<file path="config.mk">
export PLATFORM = sky130hd
export DESIGN_NAME = swp_ctrl
export DESIGN_NICKNAME = d
export VERILOG_FILES = /design/src/swp_dsmem.v /design/src/swp_ctrl.v
export VERILOG_INCLUDE_DIRS = /design/src /design/src/src
export SDC_FILE = /design/constraint.sdc
export NUM_CORES = 2
export LEC_CHECK = 0
export ABC_CLOCK_PERIOD_IN_PS = 11160
export BUFFER_PORTS_ARGS = -buffer_cell sky130_fd_sc_hd__buf_2
export CELL_PAD_IN_SITES_DETAIL_PLACEMENT = 1
export CELL_PAD_IN_SITES_GLOBAL_PLACEMENT = 1
export CORE_ASPECT_RATIO = 2
export CORE_UTILIZATION = 54
export DETAILED_ROUTE_END_ITERATION = 8
export PLACE_DENSITY = 0.91
export SLEW_MARGIN = 20
export SYNTH_ARGS = -nofsm -noshare
export SYNTH_HDL_FRONTEND = slang
export SYNTH_SLANG_ARGS = --single-unit
</file>
<file path="constraint.sdc">
create_clock -name clk -period 11.16 [get_ports clk]
set_input_delay 1.674 -clock clk [delete_from_list [all_inputs] [get_ports clk]]
set_output_delay 1.674 -clock clk [all_outputs]
set_load 0.005 [all_outputs]
</file>
<file path="src/swp_defs.vh">
`ifndef SWP_DEFS_VH
`define SWP_DEFS_VH
// Register byte offsets on the Wishbone bus
`define SWP_OFF_CTRL 6'h00
`define SWP_OFF_STAT 6'h04
`define SWP_OFF_MASK 6'h08
`define SWP_OFF_CMPL 6'h0c
`define SWP_OFF_CMPH 6'h10
`define SWP_OFF_RTCL 6'h14
`define SWP_OFF_RTCH 6'h18
`define SWP_OFF_INC 6'h1c
`define SWP_OFF_STATE 6'h20
// Retention memory fills 0x80-0xff, 32 words
`define SWP_OFF_MEM 8'h80
// Control register field positions
`define SWP_CTRL_SLEEP 0
`define SWP_CTRL_PIN_EN 1
`define SWP_CTRL_PIN_POL 2
`define SWP_CTRL_TMR_EN 3
`define SWP_CTRL_USB_EN 4
`define SWP_CTRL_SLOW_EN 5
// Status bit positions
`define SWP_ST_WAKE 0
`define SWP_ST_SLEPT 1
`define SWP_ST_PGRST 2
`define SWP_ST_WDTO 3
// Reset values
`define SWP_CTRL_RST 6'h00
// Clocks per slow tick, so sleeping time keeps main-clock pace
`define SWP_INC_RST 32'h00000640
`define SWP_WDT_RST 16'hffff
// Timing: slow tick at 31250 Hz from a 50 MHz clock
`define SWP_CLK_HZ 50000000
`define SWP_SLOW_HZ 31250
`define SWP_SLOW_DIV (`SWP_CLK_HZ / `SWP_SLOW_HZ)
// Steps spent in each intermediate state
`define SWP_STEP_CYC 8'd16
`endif

</file>
<file path="src/swp_dsmem.v">
`timescale 1ns/1ps
// Small retention memory, 32 words of 32 bits
module swp_dsmem #(
  parameter AW = 5
) (
  input wire clk,
  input wire we,
  input wire [3:0] sel,
  input wire [AW-1:0] addr,
  input wire [31:0] wdat,
  output reg [31:0] rdat
);
  // Storage array, no reset so contents survive sleep
  reg [31:0] mem_r [0:(1<<AW)-1];
  integer i;

  // Byte-lane write
  always @(posedge clk) begin
    for (i = 0; i < 4; i = i + 1) begin
      if (we && sel[i]) begin
        mem_r[addr][i*8 +: 8] <= wdat[i*8 +: 8];
      end
    end
  end

  // Direct read; the bus mux registers it with ack
  always @* begin
    rdat = mem_r[addr];
  end
endmodule // swp_dsmem

</file>
<file path="src/swp_ctrl.v">
`timescale 1ns/1ps
`include "swp_defs.vh"
// Contract
// Software or USB request starts sleep
// Requests only made while running
// Wake on USB, pin or timer
// Wake stimuli acted on only asleep
// Wake during sleep entry stays pending
// Always pass through intermediate states
// Pin wake edge selected by software
// Timer wakes at 64-bit compare match
// USB wake only when USB enabled
// Counter adds one per tick awake
// Optional slow clock while asleep
// Slow tick adds programmable increment
// Power-good loss in transition resets
// Quiescent powers down node, peripherals
// Software picks lowest-power sleep setup
// Retention memory kept through sleep
// Watchdog runs only while awake
// Switch back without losing count
module swp_ctrl #(
  parameter WDT_W = 16
) (
  input wire clk,
  input wire sys_rst,
  input wire [31:0] wb_adr_i,
  input wire [31:0] wb_dat_i,
  output reg [31:0] wb_dat_o,
  input wire wb_we_i,
  input wire [3:0] wb_sel_i,
  input wire wb_cyc_i,
  input wire wb_stb_i,
  output reg wb_ack_o,
  input wire wake_pin,
  input wire usb_sleep_req,
  input wire usb_wake_req,
  input wire pwr_good,
  output reg node_pwr_en,
  output reg periph_pwr_en,
  output reg sys_rst_req,
  output reg [1:0] pwr_state,
  output wire irq
);
  // Power states
  localparam ST_AWAKE = 2'd0;
  localparam ST_GO_SLEEP = 2'd1;
  localparam ST_ASLEEP = 2'd2;
  localparam ST_GO_WAKE = 2'd3;

  // Registers
  reg [5:0] ctrl_r;
  reg [3:0] stat_r;
  reg [3:0] mask_r;
  reg [63:0] cmp_r;
  reg [63:0] rtc_r;
  reg [31:0] inc_r;
  reg [1:0] state_r;
  reg [7:0] step_r;
  reg wake_pend_r;
  reg [WDT_W-1:0] wdt_r;
  reg [15:0] div_r;
  reg slow_tick_r;
  // Pin, USB and power-good synchronisers
  reg pin_s1_r, pin_s2_r, pin_s3_r;
  reg usbs_s1_r, usbs_s2_r;
  reg usbw_s1_r, usbw_s2_r;
  reg pg_s1_r, pg_s2_r;

  // 0x40-0x7f is unmapped, so force an offset that matches nothing
  wire [5:0] off = wb_adr_i[6] ? 6'h3f : wb_adr_i[5:0];
  wire req = wb_cyc_i && wb_stb_i && !wb_ack_o;
  // Writes land on the edge where the master sees ack
  wire wr = wb_cyc_i && wb_stb_i && wb_ack_o && wb_we_i;
  // Upper half of the byte window is retention memory
  wire mem_sel = wb_adr_i[7];
  wire [31:0] mem_rd;

  // Byte-lane merge used by the compare, counter and increment registers
  function [31:0] merge;
    input [31:0] old;
    input [31:0] nw;
    input [3:0] sel;
    integer k;
    begin
      merge = old;
      for (k = 0; k < 4; k = k + 1) begin
        if (sel[k]) begin
          merge[k*8 +: 8] = nw[k*8 +: 8];
        end
      end
    end
  endfunction

  // Retention memory instance
  swp_dsmem #(.AW(5)) u_mem (
    .clk(clk),
    .we(wr && mem_sel),
    .sel(wb_sel_i),
    .addr(wb_adr_i[6:2]),
    .wdat(wb_dat_i),
    .rdat(mem_rd)
  );

  // Edge of synchronised pin, polarity from control
  wire pin_rise = pin_s2_r && !pin_s3_r;
  wire pin_fall = !pin_s2_r && pin_s3_r;
  wire pin_ev = ctrl_r[`SWP_CTRL_PIN_EN] &&
    (ctrl_r[`SWP_CTRL_PIN_POL] ? pin_fall : pin_rise);
  // At or past the compare: slow-tick steps can jump over it
  wire tmr_ev = ctrl_r[`SWP_CTRL_TMR_EN] && (rtc_r >= cmp_r);
  wire usb_ev = ctrl_r[`SWP_CTRL_USB_EN] && usbw_s2_r;
  wire wake_ev = pin_ev || tmr_ev || usb_ev;
  wire sw_sleep = wr && off == `SWP_OFF_CTRL && !mem_sel && wb_sel_i[0] &&
    wb_dat_i[`SWP_CTRL_SLEEP];
  // Requests outside running are assumed absent; ignored anyway
  wire sleep_req = state_r == ST_AWAKE && (sw_sleep || usbs_s2_r);
  wire in_trans = state_r == ST_GO_SLEEP || state_r == ST_GO_WAKE;
  wire pg_fail = in_trans && !pg_s2_r;
  wire slow_mode = state_r == ST_ASLEEP && ctrl_r[`SWP_CTRL_SLOW_EN];
  wire wdt_to = state_r == ST_AWAKE && wdt_r == {WDT_W{1'b0}};
  wire [3:0] ev_set = {wdt_to, pg_fail,
    state_r == ST_GO_SLEEP && step_r == 8'd0,
    state_r == ST_GO_WAKE && step_r == 8'd0};

  assign irq = |(stat_r & mask_r);

  // Two-flop synchronisers on all pins
  always @(posedge clk or posedge sys_rst) begin
    if (sys_rst) begin
      pin_s1_r <= 1'b0;
      pin_s2_r <= 1'b0;
      pin_s3_r <= 1'b0;
      usbs_s1_r <= 1'b0;
      usbs_s2_r <= 1'b0;
      usbw_s1_r <= 1'b0;
      usbw_s2_r <= 1'b0;
      pg_s1_r <= 1'b0;
      pg_s2_r <= 1'b0;
    end else begin
      pin_s1_r <= wake_pin;
      pin_s2_r <= pin_s1_r;
      pin_s3_r <= pin_s2_r;
      usbs_s1_r <= usb_sleep_req;
      usbs_s2_r <= usbs_s1_r;
      usbw_s1_r <= usb_wake_req;
      usbw_s2_r <= usbw_s1_r;
      pg_s1_r <= pwr_good;
      pg_s2_r <= pg_s1_r;
    end
  end

  // Slow tick divider, the 31250 Hz time base
  always @(posedge clk or posedge sys_rst) begin
    if (sys_rst) begin
      div_r <= 16'h0000;
      slow_tick_r <= 1'b0;
    end else if (div_r == `SWP_SLOW_DIV - 1) begin
      div_r <= 16'h0000;
      slow_tick_r <= 1'b1;
    end else begin
      div_r <= div_r + 16'h0001;
      slow_tick_r <= 1'b0;
    end
  end

  // Power state machine
  always @(posedge clk or posedge sys_rst) begin
    if (sys_rst) begin
      state_r <= ST_AWAKE;
      step_r <= 8'h00;
      wake_pend_r <= 1'b0;
      sys_rst_req <= 1'b0;
    end else begin
      sys_rst_req <= pg_fail;
      case (state_r)
        ST_AWAKE: begin
          wake_pend_r <= 1'b0;
          if (sleep_req) begin
            state_r <= ST_GO_SLEEP;
            step_r <= `SWP_STEP_CYC;
          end
        end
        ST_GO_SLEEP: begin
          if (wake_ev) begin
            wake_pend_r <= 1'b1;
          end
          if (pg_fail) begin
            state_r <= ST_AWAKE;
          end else if (step_r == 8'd0) begin
            state_r <= ST_ASLEEP;
          end else begin
            step_r <= step_r - 8'd1;
          end
        end
        ST_ASLEEP: begin
          // Pending wake serviced on arrival
          if (wake_ev || wake_pend_r) begin
            state_r <= ST_GO_WAKE;
            step_r <= `SWP_STEP_CYC;
            wake_pend_r <= 1'b0;
          end
        end
        default: begin
          if (pg_fail) begin
            state_r <= ST_AWAKE;
          end else if (step_r == 8'd0) begin
            state_r <= ST_AWAKE;
          end else begin
            step_r <= step_r - 8'd1;
          end
        end
      endcase
    end
  end

  // Power enables follow the state, registered
  always @(posedge clk or posedge sys_rst) begin
    if (sys_rst) begin
      node_pwr_en <= 1'b1;
      periph_pwr_en <= 1'b1;
      pwr_state <= ST_AWAKE;
    end else begin
      node_pwr_en <= state_r != ST_ASLEEP;
      periph_pwr_en <= state_r == ST_AWAKE;
      pwr_state <= state_r;
    end
  end

  // Real-time counter; one register means no loss on switch-back
  always @(posedge clk or posedge sys_rst) begin
    if (sys_rst) begin
      rtc_r <= 64'h0;
    end else if (wr && !mem_sel && off == `SWP_OFF_RTCL) begin
      rtc_r[31:0] <= merge(rtc_r[31:0], wb_dat_i, wb_sel_i);
    end else if (wr && !mem_sel && off == `SWP_OFF_RTCH) begin
      rtc_r[63:32] <= merge(rtc_r[63:32], wb_dat_i, wb_sel_i);
    end else if (slow_mode) begin
      if (slow_tick_r) begin
        rtc_r <= rtc_r + {32'h0, inc_r};
      end
    end else begin
      rtc_r <= rtc_r + 64'h1;
    end
  end

  // Watchdog: counts down only when awake, reload on timeout
  always @(posedge clk or posedge sys_rst) begin
    if (sys_rst) begin
      wdt_r <= `SWP_WDT_RST;
    end else if (state_r == ST_AWAKE) begin
      if (wdt_to) begin
        wdt_r <= `SWP_WDT_RST;
      end else if (slow_tick_r) begin
        wdt_r <= wdt_r - {{(WDT_W-1){1'b0}}, 1'b1};
      end
    end
  end

  // Register writes and sticky status, set wins over clear
  always @(posedge clk or posedge sys_rst) begin
    if (sys_rst) begin
      ctrl_r <= `SWP_CTRL_RST;
      stat_r <= 4'h0;
      mask_r <= 4'h0;
      cmp_r <= 64'h0;
      inc_r <= `SWP_INC_RST;
    end else begin
      // Sleep bit is self-clearing; only the command matters
      if (wr && !mem_sel && off == `SWP_OFF_CTRL && wb_sel_i[0]) begin
        ctrl_r <= {wb_dat_i[5:1], 1'b0};
      end
      if (wr && !mem_sel && off == `SWP_OFF_MASK && wb_sel_i[0]) begin
        mask_r <= wb_dat_i[3:0];
      end
      if (wr && !mem_sel && off == `SWP_OFF_CMPL) begin
        cmp_r[31:0] <= merge(cmp_r[31:0], wb_dat_i, wb_sel_i);
      end
      if (wr && !mem_sel && off == `SWP_OFF_CMPH) begin
        cmp_r[63:32] <= merge(cmp_r[63:32], wb_dat_i, wb_sel_i);
      end
      if (wr && !mem_sel && off == `SWP_OFF_INC) begin
        inc_r <= merge(inc_r, wb_dat_i, wb_sel_i);
      end
      if (wr && !mem_sel && off == `SWP_OFF_STAT && wb_sel_i[0]) begin
        stat_r <= (stat_r & ~wb_dat_i[3:0]) | ev_set;
      end else begin
        stat_r <= stat_r | ev_set;
      end
    end
  end

  // Read mux, answered with one-cycle ack
  always @(posedge clk or posedge sys_rst) begin
    if (sys_rst) begin
      wb_ack_o <= 1'b0;
      wb_dat_o <= 32'h0;
    end else begin
      wb_ack_o <= req;
      if (mem_sel) begin
        wb_dat_o <= mem_rd;
      end else if (off == `SWP_OFF_CTRL) begin
        wb_dat_o <= {26'h0, ctrl_r};
      end else if (off == `SWP_OFF_STAT) begin
        wb_dat_o <= {28'h0, stat_r};
      end else if (off == `SWP_OFF_MASK) begin
        wb_dat_o <= {28'h0, mask_r};
      end else if (off == `SWP_OFF_CMPL) begin
        wb_dat_o <= cmp_r[31:0];
      end else if (off == `SWP_OFF_CMPH) begin
        wb_dat_o <= cmp_r[63:32];
      end else if (off == `SWP_OFF_RTCL) begin
        wb_dat_o <= rtc_r[31:0];
      end else if (off == `SWP_OFF_RTCH) begin
        wb_dat_o <= rtc_r[63:32];
      end else if (off == `SWP_OFF_INC) begin
        wb_dat_o <= inc_r;
      end else if (off == `SWP_OFF_STATE) begin
        wb_dat_o <= {29'h0, wake_pend_r, state_r};
      end else begin
        wb_dat_o <= 32'h0;
      end
    end
  end

endmodule // swp_ctrl

</file>
==> qor.csv <==
stage,metric,value,unit
yosys,most common cell in the netlist,edfxtp_1,
clocking,CTS clock-pin slew for the worst setup and hold paths,0.08,ns
clocking,clock sinks,1288,
global_route,first-pass GRT wire length,280000,um
floorplan,Die ar.,0.103,sq mm
final_layout,Final nets,3647,
pwr,VDD IR max,0.000129,V
yosys,syn nets,3596,
global_route,remaining global-route overflow,0,
yosys,Synth async-reset ratio,20.5,%
clocking,cts hold-fix bufs,0,
timing,Tcrit/Tclk final,50.3,%
setup_path,worst-path maximum fanout,52,
timing,setup violators final,0,
placement,Area after DPL,0.0567,sq mm
clocking,CTS root buf,clkbuf_16,
yosys,Post-Syn Area per Cell,16.1,sq um
placement,dpl cells,4696,
yosys,Yosys top cell area share,56.0,%
setup_path,worst setup path class,in -> reg,
clocking,Post-CTS Setup Inserts,0,
final_layout,"Area growth, synth to finish",10.0,%
clocking,H-tree depth,3,
route,routed vias/inst,7.76,
pwr,Pleak,20.5,nW
yosys,Post-Syn Instances,3418,
floorplan,io pins,116,
floorplan,chip height,453,um
yosys,sequential element share of the synthesized area,68.1,%
min_path,Hold Crit Class,reg -> reg,
global_route,vias in the first global route,38300,
timing,Least-Margin Pin Slew,1.29,ns
yosys,"EDFF count, synth",1024,
setup_path,crit path capture type,flip-flop,
timing,setup TNS,0,ns
placement,hpwl dp,114000,um
pwr,PnR Total Power,10.2,mW
yosys,Commonest cells post-synth,"edfxtp_1 (1024), nor2_1 (264), mux4_2 (256), dfrtp_1 (243), nand2_1 (176)",
yosys,Post-synth top flop,edfxtp_1,
flow_run,max-cap violations,0,
floorplan,Die Wd,227,um
clocking,Max clock buf depth,3,
yosys,"Distinct cells, synth",88,
timing,RSZ-0062 raised after global routing,no,
floorplan,initial core utilization,54.4,%
timing,Max Freq,178,MHz
yosys,Synth area leader,edfxtp_1,
yosys,Syn. warnings,0,
global_route,grt met3 use,9.10,%
route,post-route DRC violation count,0,
clocking,Skew-Pair Late Insertion Delay,0.77,ns
final_layout,final core occ,59.8,%
clocking,TritonCTS clock tree,yes,
timing,"Slew Viols, Final",0,
route,Pre-antenna DRT Iters,8,
timing,Period minus WS final,5.62,ns
route,drt total wl,205000,um
route,DRT iter0 DRCs,6574,
placement,# port buffers,91,
global_route,initial antenna violation count,8,
timing,Final Hold Violating Endpoints,0,
global_route,largest net degree at the start of global routing,152,
setup_path,type of origin of the critical path,primary input,
route,routed len/inst,41.8,um
global_route,met2 usage,62.1,%
pwr,power per cell area,168,mW/mm^2
final_layout,fraction of layout cells with a size suffix above 1,20.5,%
global_route,GRT Resource Usage Total,39.0,%
global_route,GRT met1 Usage,43.7,%
clocking,cts bufs inserted,103,
run_status,outcome,"finished, final reports clean",
route,vias post-DR,38100,
timing,max_slew headroom,13.9,%
yosys,synthesized cell area,0.0549,sq mm
floorplan,Core ar.,0.101,sq mm
timing,Final Skew,0.0331,ns
floorplan,standard-cell rows,165,
global_route,busiest grt layer,met2,
placement,GPL Wtd Cong,0.942,
clocking,Post-CTS Resized,0,
final_layout,final std cells w/o fill,4909,
setup_path,worst endpoint required time,11.75,ns
yosys,synth top area cells,"edfxtp_1 (56%), dfrtp_1 (11%), mux4_2 (11%)",
route,final antenna-violating net count,0,
yosys,Yosys reg bits,1288,
final_layout,final instance area,0.0604,sq mm
setup_path,CP arrival,6.20,ns
[registers in the layout (all words and copies together), names as in the netlist, 2 cells and up]
register,cells
step_r,8
rtc_r,64
pwr_state,2
mask_r,4
inc_r,32
div_r,16
wdt_r,16
state_r,2
wb_dat_o,32
u_mem.mem_r,1024
ctrl_r,5
stat_r,4
cmp_r,64
[per-stage QoR]
stage / hold slack [ns] / setup slack (ns)
after floorplan: 0.331 / 2.25
after global placement: 0.333 / 5.45
after detailed placement: 0.337 / 5.33
after CTS: 0.343 / 5.46
after global routing: 0.365 / 5.47
final: 0.346 / 5.54
[logic make-up after synthesis]
family                     synth area share, %
buffers and inverters                     2.00
adders and majority gates                 2.32
AOI/OAI and AO/OA                         7.23
and+or+nand+nor                           6.74
xor gates and xnor gates                 0.702
muxes                                     12.9
DFF                                       68.1
[report_power, final]
group / switching, mW / total, mW / internal, mW / leakage, nW
Combinational: 0.501 / 0.720 / 0.220 / 6.21
Clock: 1.99 / 4.15 / 2.16 / 1.73
Sequential: 0.0607 / 5.29 / 5.23 / 12.5
Total: 2.55 / 10.2 / 7.61 / 20.5
[layer usage]
metal	share of wire [%]	vias up
met5	0.015	-
met4	11	4
met3	12	1388
met2	47	4166
met1	29	18900
li1	-	13700
[critical path: stages]
cell and delay [ns]:
buf_8 0.25, buf_4 0.38, nor2_1 0.95, nand2_1 0.95, nor2_4 0.28, buf_4 0.53
mux2i_1 0.31, a211oi_1 0.13, o32ai_1 0.64
[cell type report]
class,count,area (sq um)
clock inverters,72,882
well taps,1336,1670
multi-input cells,1851,16500
inverters,97,372
repair buffers,128,791
fillers,8893,40500
flip-flops and latches,1288,37400
diodes,13,32.5
clock buffers,124,2750
[worst paths after layout]
kind / startpoint / depth (start not counted) / end / slack [ns]
worst max register to register: state_r[0] / 14 / rtc_r[54] / 5.69
min in group asynchronous: sys_rst / 2 / step_r[2] / 1.04
max in group asynchronous: sys_rst / 3 / inc_r[22] / 8.45
worst max-delay path: wb_adr_i[2] / 9 / wb_dat_o[3] / 5.54
worst min-delay path: usbs_s1_r / 0 / usbs_s2_r / 0.35
worst min register to register: usbs_s1_r / 0 / usbs_s2_r / 0.35
[placed cells by master (no fill, tap or decap), types with 10 or more instances in the layout]
cell type | Yosys | final
edfxtp_1 | 1024 | 1024
mux4_2 | 256 | 256
nor2_1 | 264 | 255
dfrtp_1 | 243 | 243
nand2_1 | 176 | 175
a22oi_1 | 131 | 131
mux2_2 | 111 | 111
clkbuf_16 | 0 | 106
a21oi_1 | 102 | 102
ha_1 | 100 | 100
inv_1 | 96 | 95
buf_2 | 31 | 89
nand3_1 | 80 | 80
o21ai_0 | 53 | 53
a31oi_1 | 54 | 53
nand4_1 | 50 | 50
and2_1 | 40 | 40
nor3_1 | 38 | 35
and3_1 | 35 | 34
buf_4 | 1 | 33
a222oi_1 | 32 | 32
xnor2_1 | 25 | 25
or3_1 | 22 | 22
a21o_1 | 21 | 21
dfstp_2 | 21 | 21
xor2_1 | 19 | 19
a211oi_1 | 19 | 18
a22o_1 | 16 | 16
bufinv_16 | 0 | 16
a221oi_1 | 16 | 15
o211ai_1 | 15 | 15
o21a_1 | 15 | 15
clkbuf_1 | 129 | 15
clkinv_2 | 0 | 14
clkinvlp_4 | 0 | 14
diode_2 | 0 | 13
nor2b_1 | 13 | 11
clkinv_1 | 0 | 11
and4_1 | 10 | 10
(Power assumes the default switching activity.)
